===== config.mk =====
export PLATFORM = sky130hd
export DESIGN_NAME = urxg_top
export DESIGN_NICKNAME = d
export VERILOG_FILES = /design/src/shared/urxg_pkg.sv /design/src/logic/urxg_top.sv /design/src/logic/urxg_sync.sv /design/src/logic/urxg_regs.sv
export VERILOG_INCLUDE_DIRS = /design/src /design/src/shared
export SDC_FILE = /design/constraint.sdc
export NUM_CORES = 1
export LEC_CHECK = 0
export ABC_AREA = 1
export ABC_CLOCK_PERIOD_IN_PS = 4100
export CAP_MARGIN = 30
export CORE_ASPECT_RATIO = 1.25
export CORE_MARGIN = 2
export CORE_UTILIZATION = 50
export DETAILED_ROUTE_END_ITERATION = 6
export DONT_BUFFER_PORTS = 1
export PLACE_DENSITY_LB_ADDON = 0.05
export SLEW_MARGIN = 20
export SYNTH_ARGS = -nofsm -noshare
export SYNTH_HDL_FRONTEND = slang
export SYNTH_SLANG_ARGS = --single-unit

===== constraint.sdc =====
create_clock -name clk -period 4.1 [get_ports clk]
set_input_delay 0.41 -clock clk [delete_from_list [all_inputs] [get_ports clk]]
set_output_delay 0.41 -clock clk [all_outputs]
set_load 0.02 [all_outputs]

===== src/shared/urxg_params.svh =====
// Offsets, field positions, reset values and codes of the receive command logic
`ifndef URXG_PARAMS_SVH
`define URXG_PARAMS_SVH
`define URXG_OFF_CTRL 12'h000
`define URXG_OFF_STAT 12'h004
`define URXG_OFF_IRQ_STATUS 12'h008
`define URXG_OFF_IRQ_MASK 12'h00C
`define URXG_OFF_ALT_LATCH 12'h010
`define URXG_OFF_ALT_MASK 12'h014
`define URXG_CTRL_SYNC_BIT 0
`define URXG_CTRL_RST 32'h00000001
`define URXG_IRQ_MASK_RST 3'h0
`define URXG_ALT_MASK_RST 4'hF
`define URXG_EV_SENT_BIT 0
`define URXG_EV_CMP_BIT 1
`define URXG_EV_RXERR_BIT 2
`define URXG_VBUS_BELOW_END 2'h0
`define URXG_VBUS_END_TO_SESS 2'h1
`define URXG_VBUS_SESS_TO_VLD 2'h2
`define URXG_VBUS_ABOVE_VLD 2'h3
`define URXG_RXEV_NONE 2'h0
`define URXG_RXEV_ACTIVE 2'h1
`define URXG_RXEV_ERROR 2'h3
`define URXG_RXEV_DISC 2'h2
`endif


===== src/shared/urxg_pkg.sv =====
// Types of the receive command logic
package urxg_pkg;
   typedef struct packed {
      logic alt_int;
      logic id;
      logic [1:0] rx_event;
      logic [1:0] vbus;
      logic [1:0] line;
   } urxg_rxcmd_t;
   typedef struct packed {
      logic link_clk;
      logic stp;
      logic id;
      logic sess_end;
      logic sess_vld;
      logic vbus_vld;
      logic dm;
      logic dp;
   } urxg_pins_t;
   typedef enum logic [2:0] {
      ST_START,
      ST_IDLE,
      ST_TURN_UP,
      ST_CMD,
      ST_RX,
      ST_TURN_DN
   } urxg_state_t;
endpackage


===== src/logic/urxg_top.sv =====
// Receive command generator facing the link side of the data bus
`timescale 1ns/100ps
`include "urxg_params.svh"
module urxg_top (
   input wire logic clk, // System clock, 125 MHz
   input wire logic nrst, // Async reset, active low
   input wire logic psel, // APB select
   input wire logic penable, // APB enable
   input wire logic pwrite, // APB direction
   input wire logic [11:0] paddr, // APB byte address
   input wire logic [31:0] pwdata, // APB write data
   output logic [31:0] prdata, // APB read data
   output logic pready, // APB ready
   output logic pslverr, // APB error
   output logic irq, // Interrupt, level
   input wire logic link_clk, // Link bus clock
   input wire logic stp, // Stop from the link
   input wire logic dp, // Plus line receiver
   input wire logic dm, // Minus line receiver
   input wire logic id_pin, // Identity pin level
   input wire logic sess_end, // Session end comparator
   input wire logic sess_vld, // Session valid comparator
   input wire logic vbus_vld, // Bus valid comparator
   output logic dir, // Bus direction, high while we own it
   output logic nxt, // Next byte strobe
   output logic [7:0] data_o, // Bus data out
   output logic data_oe, // Bus data output enable
   input wire logic phy_ready, // Start-up complete
   input wire logic lp_exit, // Leaving low power or serial modes
   input wire logic tx_active, // Link transmit in progress
   input wire logic rx_active, // Receive in progress
   input wire logic rx_error, // Receive error
   input wire logic host_disc, // Host disconnect detected
   input wire logic rx_valid, // Received byte waiting
   input wire logic [7:0] rx_data, // Received byte
   output logic rx_take, // Received byte consumed
   input wire logic [3:0] acc_event // Accessory interrupt sources
);
   urxg_pkg::urxg_pins_t pins_raw;
   urxg_pkg::urxg_pins_t pins_s;
   urxg_pkg::urxg_state_t st_r;
   urxg_pkg::urxg_rxcmd_t cmd_now;
   logic lk_prev_r;
   logic lk_rise;
   logic [1:0] ls_prev_r;
   logic [3:0] cmp_prev_r;
   logic ls_chg;
   logic cmp_chg;
   logic pend_r;
   logic pend_set;
   logic pend_clr;
   logic tx_stp_r;
   logic tx_prev_r;
   logic tx_done;
   logic tx_hold;
   logic sync_mode;
   logic alt_any;
   logic sent_ev_r;
   logic [2:0] events;

   assign pins_raw = '{link_clk: link_clk, stp: stp, id: id_pin,
      sess_end: sess_end, sess_vld: sess_vld, vbus_vld: vbus_vld,
      dm: dm, dp: dp};

   urxg_sync u_sync (
      .clk(clk),
      .nrst(nrst),
      .pins_i(pins_raw),
      .pins_o(pins_s)
   );

   assign events = {rx_error && rx_active, cmp_chg, sent_ev_r};

   urxg_regs u_regs (
      .clk(clk),
      .nrst(nrst),
      .psel(psel),
      .penable(penable),
      .pwrite(pwrite),
      .paddr(paddr),
      .pwdata(pwdata),
      .prdata(prdata),
      .pready(pready),
      .pslverr(pslverr),
      .event_i(events),
      .acc_event_i(acc_event),
      .stat_i({3'h0, pend_r, dir, st_r, cmd_now}),
      .sync_mode(sync_mode),
      .alt_any(alt_any),
      .irq(irq)
   );

   function automatic logic [1:0] vbus_code(input logic s_end,
      input logic s_vld, input logic b_vld);
      if (b_vld)
         vbus_code = `URXG_VBUS_ABOVE_VLD;
      else if (s_vld)
         vbus_code = `URXG_VBUS_SESS_TO_VLD;
      else if (s_end)
         vbus_code = `URXG_VBUS_BELOW_END;
      else
         vbus_code = `URXG_VBUS_END_TO_SESS;
   endfunction

   function automatic logic [1:0] rx_code(input logic act,
      input logic err, input logic disc);
      if (disc)
         rx_code = `URXG_RXEV_DISC;
      else if (act && err)
         rx_code = `URXG_RXEV_ERROR;
      else if (act)
         rx_code = `URXG_RXEV_ACTIVE;
      else
         rx_code = `URXG_RXEV_NONE;
   endfunction

   // Built from live state at load time, so no stale copy is sent
   always_comb begin
      cmd_now.alt_int = alt_any;
      cmd_now.id = pins_s.id;
      cmd_now.rx_event = rx_code(rx_active, rx_error, host_disc);
      cmd_now.vbus = vbus_code(pins_s.sess_end, pins_s.sess_vld,
         pins_s.vbus_vld);
      cmd_now.line = {pins_s.dm, pins_s.dp};
   end

   assign lk_rise = pins_s.link_clk && !lk_prev_r;
   assign ls_chg = ({pins_s.dm, pins_s.dp} != ls_prev_r);
   assign cmp_chg = ({pins_s.id, pins_s.sess_end, pins_s.sess_vld,
      pins_s.vbus_vld} != cmp_prev_r);
   assign tx_hold = tx_active && !tx_stp_r;
   assign tx_done = tx_prev_r && !tx_active && tx_stp_r;

   always_ff @(posedge clk or negedge nrst) begin
      if (!nrst) begin
         lk_prev_r <= 1'b0;
         ls_prev_r <= 2'h0;
         cmp_prev_r <= 4'h0;
         tx_prev_r <= 1'b0;
      end else begin
         lk_prev_r <= pins_s.link_clk;
         ls_prev_r <= {pins_s.dm, pins_s.dp};
         cmp_prev_r <= {pins_s.id, pins_s.sess_end, pins_s.sess_vld,
            pins_s.vbus_vld};
         tx_prev_r <= tx_active;
      end
   end

   // Stop seen during a transmit, held until the transmit ends
   always_ff @(posedge clk or negedge nrst) begin
      if (!nrst)
         tx_stp_r <= 1'b0;
      else if (!tx_active)
         tx_stp_r <= 1'b0;
      else if (pins_s.stp)
         tx_stp_r <= 1'b1;
   end

   // A command goes out whenever the bus next carries one
   assign pend_clr = lk_rise && (st_r == urxg_pkg::ST_TURN_UP ||
      (st_r == urxg_pkg::ST_RX && !rx_valid));
   always_comb begin
      pend_set = 1'b0;
      if (ls_chg && !tx_hold)
         pend_set = 1'b1;
      if (cmp_chg)
         pend_set = 1'b1;
      if (tx_done)
         pend_set = 1'b1;
      if (lp_exit && pins_s.stp)
         pend_set = 1'b1;
      if (st_r == urxg_pkg::ST_START && lk_rise && phy_ready &&
         !pins_s.stp)
         pend_set = 1'b1;
   end

   // Set wins over the clear
   always_ff @(posedge clk or negedge nrst) begin
      if (!nrst)
         pend_r <= 1'b0;
      else
         pend_r <= pend_set || (pend_r && !pend_clr);
   end

   // Bus sequencer, advances once per link clock rise
   always_ff @(posedge clk or negedge nrst) begin
      if (!nrst) begin
         st_r <= urxg_pkg::ST_START;
         dir <= 1'b1;
         nxt <= 1'b0;
         data_oe <= 1'b0;
         data_o <= 8'h00;
         rx_take <= 1'b0;
         sent_ev_r <= 1'b0;
      end else begin
         rx_take <= 1'b0;
         sent_ev_r <= 1'b0;
         if (lk_rise) begin
            case (st_r)
               urxg_pkg::ST_START: begin
                  if (phy_ready) begin
                     st_r <= urxg_pkg::ST_TURN_DN;
                     dir <= 1'b0;
                  end
               end
               urxg_pkg::ST_IDLE: begin
                  if (sync_mode && rx_active && !tx_active) begin
                     st_r <= urxg_pkg::ST_RX;
                     dir <= 1'b1;
                     nxt <= 1'b1;
                  end else if (sync_mode && pend_r && !tx_hold) begin
                     st_r <= urxg_pkg::ST_TURN_UP;
                     dir <= 1'b1;
                  end
               end
               urxg_pkg::ST_TURN_UP: begin
                  st_r <= urxg_pkg::ST_CMD;
                  data_oe <= 1'b1;
                  data_o <= cmd_now;
                  sent_ev_r <= 1'b1;
               end
               urxg_pkg::ST_CMD: begin
                  if (rx_active && sync_mode) begin
                     st_r <= urxg_pkg::ST_RX;
                     nxt <= rx_valid;
                     data_o <= rx_valid ? rx_data : cmd_now;
                     rx_take <= rx_valid;
                     sent_ev_r <= !rx_valid;
                  end else begin
                     st_r <= urxg_pkg::ST_TURN_DN;
                     dir <= 1'b0;
                     data_oe <= 1'b0;
                  end
               end
               urxg_pkg::ST_RX: begin
                  data_oe <= 1'b1;
                  if (rx_valid) begin
                     nxt <= 1'b1;
                     data_o <= rx_data;
                     rx_take <= 1'b1;
                  end else begin
                     nxt <= 1'b0;
                     data_o <= cmd_now;
                     sent_ev_r <= 1'b1;
                     if (!rx_active)
                        st_r <= urxg_pkg::ST_CMD;
                  end
               end
               urxg_pkg::ST_TURN_DN: begin
                  st_r <= urxg_pkg::ST_IDLE;
               end
               default: begin
                  st_r <= urxg_pkg::ST_IDLE;
                  dir <= 1'b0;
                  nxt <= 1'b0;
                  data_oe <= 1'b0;
               end
            endcase
         end
      end
   end

   a_oe_needs_dir: assert property (@(posedge clk) disable iff (!nrst)
      data_oe |-> dir) else $error("bus driven with direction low");
   a_turn_up_quiet: assert property (@(posedge clk) disable iff (!nrst)
      $rose(dir) |-> !data_oe) else $error("no turnaround on rise");
   a_turn_dn_quiet: assert property (@(posedge clk) disable iff (!nrst)
      $fell(dir) |-> !data_oe) else $error("driving after fall");
   a_line_bits: assert property (@(posedge clk) disable iff (!nrst)
      $rose(data_oe) && !nxt |-> data_o[1:0] == $past(cmd_now.line))
      else $error("line state bits wrong");
   a_vbus_bits: assert property (@(posedge clk) disable iff (!nrst)
      $rose(data_oe) && !nxt |-> data_o[3:2] == vbus_code(
      $past(pins_s.sess_end), $past(pins_s.sess_vld),
      $past(pins_s.vbus_vld))) else $error("bus voltage code wrong");
   a_rx_bits: assert property (@(posedge clk) disable iff (!nrst)
      $rose(data_oe) && !nxt |-> data_o[5:4] == rx_code($past(rx_active),
      $past(rx_error), $past(host_disc))) else $error("event code");
   a_id_alt_bits: assert property (@(posedge clk) disable iff (!nrst)
      $rose(data_oe) && !nxt |-> data_o[7:6] == {$past(alt_any),
      $past(pins_s.id)}) else $error("id or alt bit wrong");
   a_rx_cmd_slot: assert property (@(posedge clk) disable iff (!nrst)
      lk_rise && st_r == urxg_pkg::ST_RX && !rx_valid |=> data_oe && !nxt
      && data_o == $past(cmd_now)) else $error("no command in slot");
   a_rx_start: assert property (@(posedge clk) disable iff (!nrst)
      lk_rise && st_r == urxg_pkg::ST_IDLE && sync_mode && rx_active &&
      !tx_active |=> dir && nxt && !data_oe)
      else $error("receive start not signalled");
   a_take_bus: assert property (@(posedge clk) disable iff (!nrst)
      lk_rise && st_r == urxg_pkg::ST_IDLE && sync_mode && pend_r &&
      !tx_active && !rx_active |=> dir && st_r == urxg_pkg::ST_TURN_UP)
      else $error("pending command did not take bus");
   a_tx_hold_off: assert property (@(posedge clk) disable iff (!nrst)
      tx_active && !tx_stp_r && !dir |=> !dir)
      else $error("bus taken during transmit");
endmodule


===== src/logic/urxg_sync.sv =====
// Two-stage synchroniser for pin inputs
`timescale 1ns/100ps
module urxg_sync (
   input wire logic clk, // System clock
   input wire logic nrst, // Async reset, active low
   input wire urxg_pkg::urxg_pins_t pins_i, // Raw pins
   output urxg_pkg::urxg_pins_t pins_o // Synchronised pins
);
   urxg_pkg::urxg_pins_t meta_r;
   always_ff @(posedge clk or negedge nrst) begin
      if (!nrst) begin
         meta_r <= '0;
         pins_o <= '0;
      end else begin
         meta_r <= pins_i;
         pins_o <= meta_r;
      end
   end
endmodule


===== src/logic/urxg_regs.sv =====
// APB register file, interrupt status and accessory interrupt latch
`timescale 1ns/100ps
`include "urxg_params.svh"
module urxg_regs (
   input wire logic clk, // System clock
   input wire logic nrst, // Async reset, active low
   input wire logic psel, // APB select
   input wire logic penable, // APB enable
   input wire logic pwrite, // APB direction
   input wire logic [11:0] paddr, // APB byte address
   input wire logic [31:0] pwdata, // APB write data
   output logic [31:0] prdata, // APB read data
   output logic pready, // APB ready
   output logic pslverr, // APB error
   input wire logic [2:0] event_i, // Block events, one-cycle pulses on bits 0 and 1, a level on bit 2
   input wire logic [3:0] acc_event_i, // Accessory interrupt sources
   input wire logic [15:0] stat_i, // Block state readback
   output logic sync_mode, // Synchronous mode enable
   output logic alt_any, // Unmasked accessory latch bit set
   output logic irq // Interrupt, level
);
   logic [31:0] ctrl_r;
   logic [2:0] irq_status_r;
   logic [2:0] irq_mask_r;
   logic [3:0] alt_latch_r;
   logic [3:0] alt_mask_r;
   logic setup;
   logic wr;
   assign setup = psel && !penable;
   assign wr = psel && penable && pwrite && pready;
   assign sync_mode = ctrl_r[`URXG_CTRL_SYNC_BIT];
   function automatic logic hit(input logic [11:0] a, input logic [11:0] o);
      hit = (a == o);
   endfunction
   always_ff @(posedge clk or negedge nrst) begin
      if (!nrst) begin
         ctrl_r <= `URXG_CTRL_RST;
         irq_mask_r <= `URXG_IRQ_MASK_RST;
         alt_mask_r <= `URXG_ALT_MASK_RST;
      end else if (wr) begin
         if (hit(paddr, `URXG_OFF_CTRL))
            ctrl_r <= {31'h00000000, pwdata[`URXG_CTRL_SYNC_BIT]};
         if (hit(paddr, `URXG_OFF_IRQ_MASK))
            irq_mask_r <= pwdata[2:0];
         if (hit(paddr, `URXG_OFF_ALT_MASK))
            alt_mask_r <= pwdata[3:0];
      end
   end
   // Set wins over a write-one clear in the same cycle
   always_ff @(posedge clk or negedge nrst) begin
      if (!nrst) begin
         irq_status_r <= 3'h0;
         alt_latch_r <= 4'h0;
      end else begin
         irq_status_r <= (irq_status_r & ~((wr && hit(paddr,
            `URXG_OFF_IRQ_STATUS)) ? pwdata[2:0] : 3'h0)) | event_i;
         alt_latch_r <= (alt_latch_r & ~((wr && hit(paddr,
            `URXG_OFF_ALT_LATCH)) ? pwdata[3:0] : 4'h0)) | acc_event_i;
      end
   end
   always_ff @(posedge clk or negedge nrst) begin
      if (!nrst) begin
         irq <= 1'b0;
         alt_any <= 1'b0;
      end else begin
         irq <= |(irq_status_r & irq_mask_r);
         alt_any <= |(alt_latch_r & alt_mask_r);
      end
   end
   // Answer one cycle after setup: zero wait states in the access phase
   always_ff @(posedge clk or negedge nrst) begin
      if (!nrst) begin
         prdata <= 32'h00000000;
         pready <= 1'b0;
         pslverr <= 1'b0;
      end else begin
         pready <= setup;
         pslverr <= 1'b0;
         prdata <= 32'h00000000;
         if (setup) begin
            case (paddr)
               `URXG_OFF_CTRL: prdata <= ctrl_r;
               `URXG_OFF_STAT: prdata <= {16'h0000, stat_i};
               `URXG_OFF_IRQ_STATUS: prdata <= {29'h00000000, irq_status_r};
               `URXG_OFF_IRQ_MASK: prdata <= {29'h00000000, irq_mask_r};
               `URXG_OFF_ALT_LATCH: prdata <= {28'h0000000, alt_latch_r};
               `URXG_OFF_ALT_MASK: prdata <= {28'h0000000, alt_mask_r};
               default: pslverr <= 1'b1;
            endcase
         end
      end
   end
endmodule


==> Word-level counts from Yosys, hierarchy flattened <==
Cells that the tools add are included.
{ "word_totals": {"input_bits": 76, "register_bits": 93, "word_cells": 167, "out_inout_bits": 47} }
{ "classes": {"reduce_logical": 51, "mux": 46, "eq_ne": 20, "n_bitwise": 11} }
{ "op_table": {"columns": ["op", "n"], "rows": [
  ["$pmux 13 s6", 1],
  ["$mux 32", 1],
  ["$eq 12x4->1 const B", 2],
  ["$eq 12x5->1 const B", 2],
  ["$mux 1", 24],
  ["$pmux 8 s3", 1],
  ["$logic_and 1x1->1", 23],
  ["$mux 3", 6],
  ["$mux 8", 2],
  ["$pmux 3 s5", 1],
  ["$eq 12x3->1 const B", 1],
  ["$logic_not 12->1", 1],
  ["$ne 2x2->1 const B", 6],
  ["$reduce_or 3->1", 4],
  ["$reduce_and 5->1", 2],
  ["$and 4x4->4", 2],
  ["$logic_not 1->1", 8],
  ["$mux 2", 4],
  ["$pmux 1 s4", 2],
  ["$and 3x3->3", 2],
  ["$eq 3x2->1 const B", 2],
  ["$eq 3x3->1 const B", 2],
  ["$pmux 1 s3", 2],
  ["$reduce_and 2->1", 3],
  ["20 further kinds", 24]
]} }

==> Longest topological paths before layout <==
{ "logic_depth": {"ltp_word": 10, "ltp_mapped": 9, "mapped_depth_nobuf": 9} }

==> Hierarchy <==
From an unflattened synthesis, not the netlist that was laid out.
{ "hier_totals": {"hier_cells": 426, "hier_area_um2": 3577.2} }
{ "modules_own_cells": {"columns": ["module", "seq_area_each_um2", "instances", "cells_per_inst", "area_each_um2"], "rows": [
  ["urxg_regs", 882.1, 1, 204, 1717.9],
  ["urxg_top", 651.9, 1, 206, 1458.9],
  ["urxg_sync", 400.4, 1, 16, 400.4]
]} }

==> Worst setup path after synthesis <==
No wires, ideal clock.
{ "synth_timing": {"path_kind": "in2reg", "from": "input paddr[11]", "to": "register u_regs.irq_mask_r[0]", "n_path_buf": 1, "required_ps": 3973, "path_stages": 7, "arrival_time_ps": 1206, "setup_time_ps": 127, "slack_ps": 2767, "path_cell_list": "nor2_1 -> nand2_1 -> nor2_4 -> buf_4 -> nand3_1 -> nand2_1 -> o21ai_0"} }
{ "synth_via": {"elab_chain_len": 2} }
{ "synth_lines": {"columns": ["element", "line", "source"], "rows": [
  ["start, declared", "urxg_top.sv:10", "input wire logic [11:0] paddr,"],
  ["$eq 12x4->1", "urxg_regs.sv:33", "hit = (a == o);"],
  ["$reduce_and 2->1 (no source line)", null, null],
  ["end signal, assigned", "urxg_regs.sv:38", "irq_mask_r <= `URXG_IRQ_MASK_RST;"],
  ["end signal, assigned", "urxg_regs.sv:44", "irq_mask_r <= pwdata[2:0];"],
  ["end, declared", "urxg_regs.sv:24", "logic [2:0] irq_mask_r;"]
]} }
Every way passes these cells.
A chain may end at the register's enable or synchronous reset.

==> Worst setup path in the final report <==
{ "layout_timing": {"from": "register st_r[1]", "to": "register data_o[2]"} }
{ "layout_via": {"elab_chain_len": 3, "elab_cells_between_ends": 7, "classes_between": "eq/ne (4); mux (1); reduce/logical (2)"} }
{ "layout_lines": {"columns": ["element", "line", "source"], "rows": [
  ["start, declared", "urxg_top.sv:41", "urxg_pkg::urxg_state_t st_r;"],
  ["start signal, assigned", "urxg_top.sv:188", "st_r <= urxg_pkg::ST_START;"],
  ["start signal, assigned", "urxg_top.sv:202", "st_r <= urxg_pkg::ST_TURN_DN;"],
  ["start signal, assigned", "urxg_top.sv:208", "st_r <= urxg_pkg::ST_RX;"],
  ["$eq 3x2->1 / $eq 3x3->1 (equally long branches)", "urxg_top.sv:199", "case (st_r)"],
  ["$ne 2x2->1 (no source line) / $reduce_bool 3->1 (equally long branches)", null, null],
  ["$reduce_and 3->1 (no source line)", null, null],
  ["end signal, assigned", "urxg_top.sv:219", "data_o <= cmd_now;"],
  ["end signal, assigned", "urxg_top.sv:226", "data_o <= rx_valid ? rx_data : cmd_now;"],
  ["end signal, assigned", "urxg_top.sv:239", "data_o <= rx_data;"],
  ["end, declared", "urxg_top.sv:26", "output logic [7:0] data_o,"]
]} }
Parallel ways exist; a longest one is shown, timed or not.

==> metrics.csv <==
metric,value,unit
Non-Filler Instances,475,
Leak Pwr,1.700,nW
setup TNS,0,ns
FF-to-FF path depth,7,
Core Box Area,6482,um^2
final worst path period share,0.4104,
routed vias/inst,5.019,
Rows,33,
initial antenna violation count,0,
critical path endpoint category,flop,
# diodes,0,
IO Port Bufs,0,
CTS Buf Count,9,
WL/cell,13.81,um
WL final,6558,um
clock-pin slew of the registers on the worst-case setup and hold paths,0.08,ns
Post-Place Cells,457,
Synthesis Warnings,0,
Pre-antenna DRT Iters,4,
hpwl dp,4772,um
clk buf depth,2,
FMAX,594.3,MHz
#FFs+latches synth,74,
Crit Path Class,flop to flop,
crit-path cells,inv_1 > nand3_2 > nand2_1 > nand2_1 > inv_1 > nor2_1 > o21ai_0,
Final Hold Fails,0,
Worst Path Buf+Inv,2,
CTS H-tree lvls,3,
Vias,2384,
vias in the first global route,2325,
Die H,94.79,um
CP peak stage delay,0.46,ns
Worst path depth,7,
Starting Density,0.5086,
Worst Hold Class,primary input to flop,
"Seq/Total Area, Yosys",0.5639,
"Max stage delay cell, worst path",dfrtp_1,
Tmin final,1.683,ns
cell count after synthesis,375,
post-synthesis cell type count,27,
Worst setup SP type,flop,
synthesized area,3297,um^2
Mean Syn Cell Area,8.792,um^2
DIE AREA,7263,um^2
status,"finished, final reports clean",
layout cells sized above 1,0.08763,
Final Wtd Congestion,0.9079,
clk_lat worst skew,0.34,ns
total track usage,0.1973,
Root Buffer Master,clkbuf_8,
Die W,76.63,um
flop-to-flop setup slack,2.42,ns
top cell family by delay on the critical path,simple AND/OR/NAND/NOR gates,
CP arrival,1.94,ns
drt drc,0,
worst clock skew,0.007675,ns
Power Density,504.6,nW/um^2
Final Slew Violations,0,
# nets final,459,
"Core Util, Final",0.5416,
crit path max fanout,11,
WP data required,4.36,ns
TritonCTS clock tree,yes,
total gr overflow,0,
Synth-to-Final Area Change,6.490,%
Worst VDD drop,0.1937,mV
hold depth,0,
RSZ-0062 raised after global routing,false,
Iter 0 DRT Violations,122,
largest net degree at the start of global routing,75,
max-cap viol count,0,
fill cell count,647,
post-route ant nets,0,
Final setup viols,0,
# resized after CTS,0,
first-pass GRT wire length,10940,um
IO Count,123,
Pwr Total,1.772,mW
total clock sinks,74,
## Yosys cell counts (all sizes together)
library cell / number / area share
a31oi: 6 / 0.011
xnor2: 1 / 0.0027
nand4: 4 / 0.0076
buf: 23 / 0.055
dfrtp: 68 / 0.52
inv: 47 / 0.054
nand2: 78 / 0.090
nand3: 27 / 0.046
conb: 1 / 0.0011
a21oi: 7 / 0.011
o21ai: 31 / 0.047
o22ai: 1 / 0.0019
o211ai: 1 / 0.0023
nor2: 58 / 0.074
nand3b: 1 / 0.0023
nor3: 5 / 0.0076
a211oi: 1 / 0.0023
xor2: 5 / 0.013
dfstp: 6 / 0.048
o21bai: 4 / 0.0091
## final timing paths
path,startpoint,endpoint
max,st_r[1],data_o[2]
min,dp,u_sync.meta_r[0]
max reg2reg,st_r[1],data_o[2]
max in group asynchronous,nrst,u_regs.alt_mask_r[2]
min in group asynchronous,nrst,st_r[0]
min reg2reg,u_sync.meta_r[7],u_sync.pins_o[7]
## state kept, by name (all words and copies together) (netlist names), 2 cells and up
signal and flops:
cmp_prev_r 4, data_o 8, ls_prev_r 2, st_r 3, u_regs.alt_latch_r 4, u_regs.alt_mask_r 4, u_regs.irq_mask_r 3, u_regs.irq_status_r 3
u_regs.prdata 13, u_sync.meta_r 8, u_sync.pins_o 8
## repair_timing
item,CTS,global route
hold buffers,2,0
endpoints found under the setup margin,0,0
hold endpoints to repair,74,0
buffers inserted,0,0
## per-layer routing
| layer | track usage | share of wire | vias to the layer above |
|---|---|---|---|
| li1 | - | - | 1167 |
| met3 | 0.04685 | 0.049 | 18 |
| met1 | 0.2304 | 0.41 | 1125 |
| met2 | 0.3400 | 0.51 | 74 |
| met4 | 0.1045 | 0.032 | 0 |
| met5 | 0 | 0 | - |
## cell usage in the layout (no fill, tap or decap), types with 7 or more instances in the layout
| cell | instances |
|---|---|
| nand2_1 | 77 |
| dfrtp_1 | 68 |
| nor2_1 | 52 |
| inv_1 | 46 |
| o21ai_0 | 30 |
| nand3_1 | 24 |
| conb_1 | 19 |
| clkbuf_8 | 11 |
| a21oi_1 | 7 |
## power breakdown
| group | switching (mW) | total, mW | internal (mW) |
|---|---|---|---|
| sequential | 0.144 | 0.958 | 0.814 |
| combinational | 0.201 | 0.298 | 0.0964 |
| clock | 0.267 | 0.516 | 0.250 |
## through the flow
stage | setup WS, ns | hold slack [ns] | instance area (um^2)
3_5_place_dp | 2.435 | 0.1161 | 3293
5_1_grt | 2.201 | 0.06313 | 3511
2_1_floorplan | 2.767 | 0.1144 | 3364
4_1_cts | 2.393 | 0.07422 | 3511
3_3_place_gp | 2.398 | 0.1161 | 3293
6_report | 2.417 | 0.08581 | 3511
## worst register-to-register path, delay by kind of cell (launching register included)
family | cells | cell delay [ns]
compound gates | 1 | 0.17
flops | 1 | 0.46
buf+inv | 2 | 0.44
simple gates | 4 | 0.53
## cell type report
class	count	area, um^2	area share
flip-flops and latches	74	1859	0.5296
well taps	87	108.9	0.03100
multi-input cells	249	1149	0.3272
clock buffers	11	151.4	0.04312
inverters	47	176.4	0.05025
clock inverters	5	28.78	0.008197
repair buffers	2	37.54	0.01069
## cells by family (layout without fill, tap and decap cells)
| kind of cell | Yosys count | after routing | share of synthesized area |
|---|---|---|---|
| buffers and inverters | 70 | 65 | 0.1082 |
| other | 1 | 19 | 0.001137 |
| AND/OR/NAND/NOR | 173 | 173 | 0.2262 |
| flip-flops | 74 | 74 | 0.5639 |
| XOR/XNOR | 6 | 6 | 0.01594 |
| AO/OA/AOI/OAI | 51 | 51 | 0.08463 |
(Power assumes the default switching activity.)
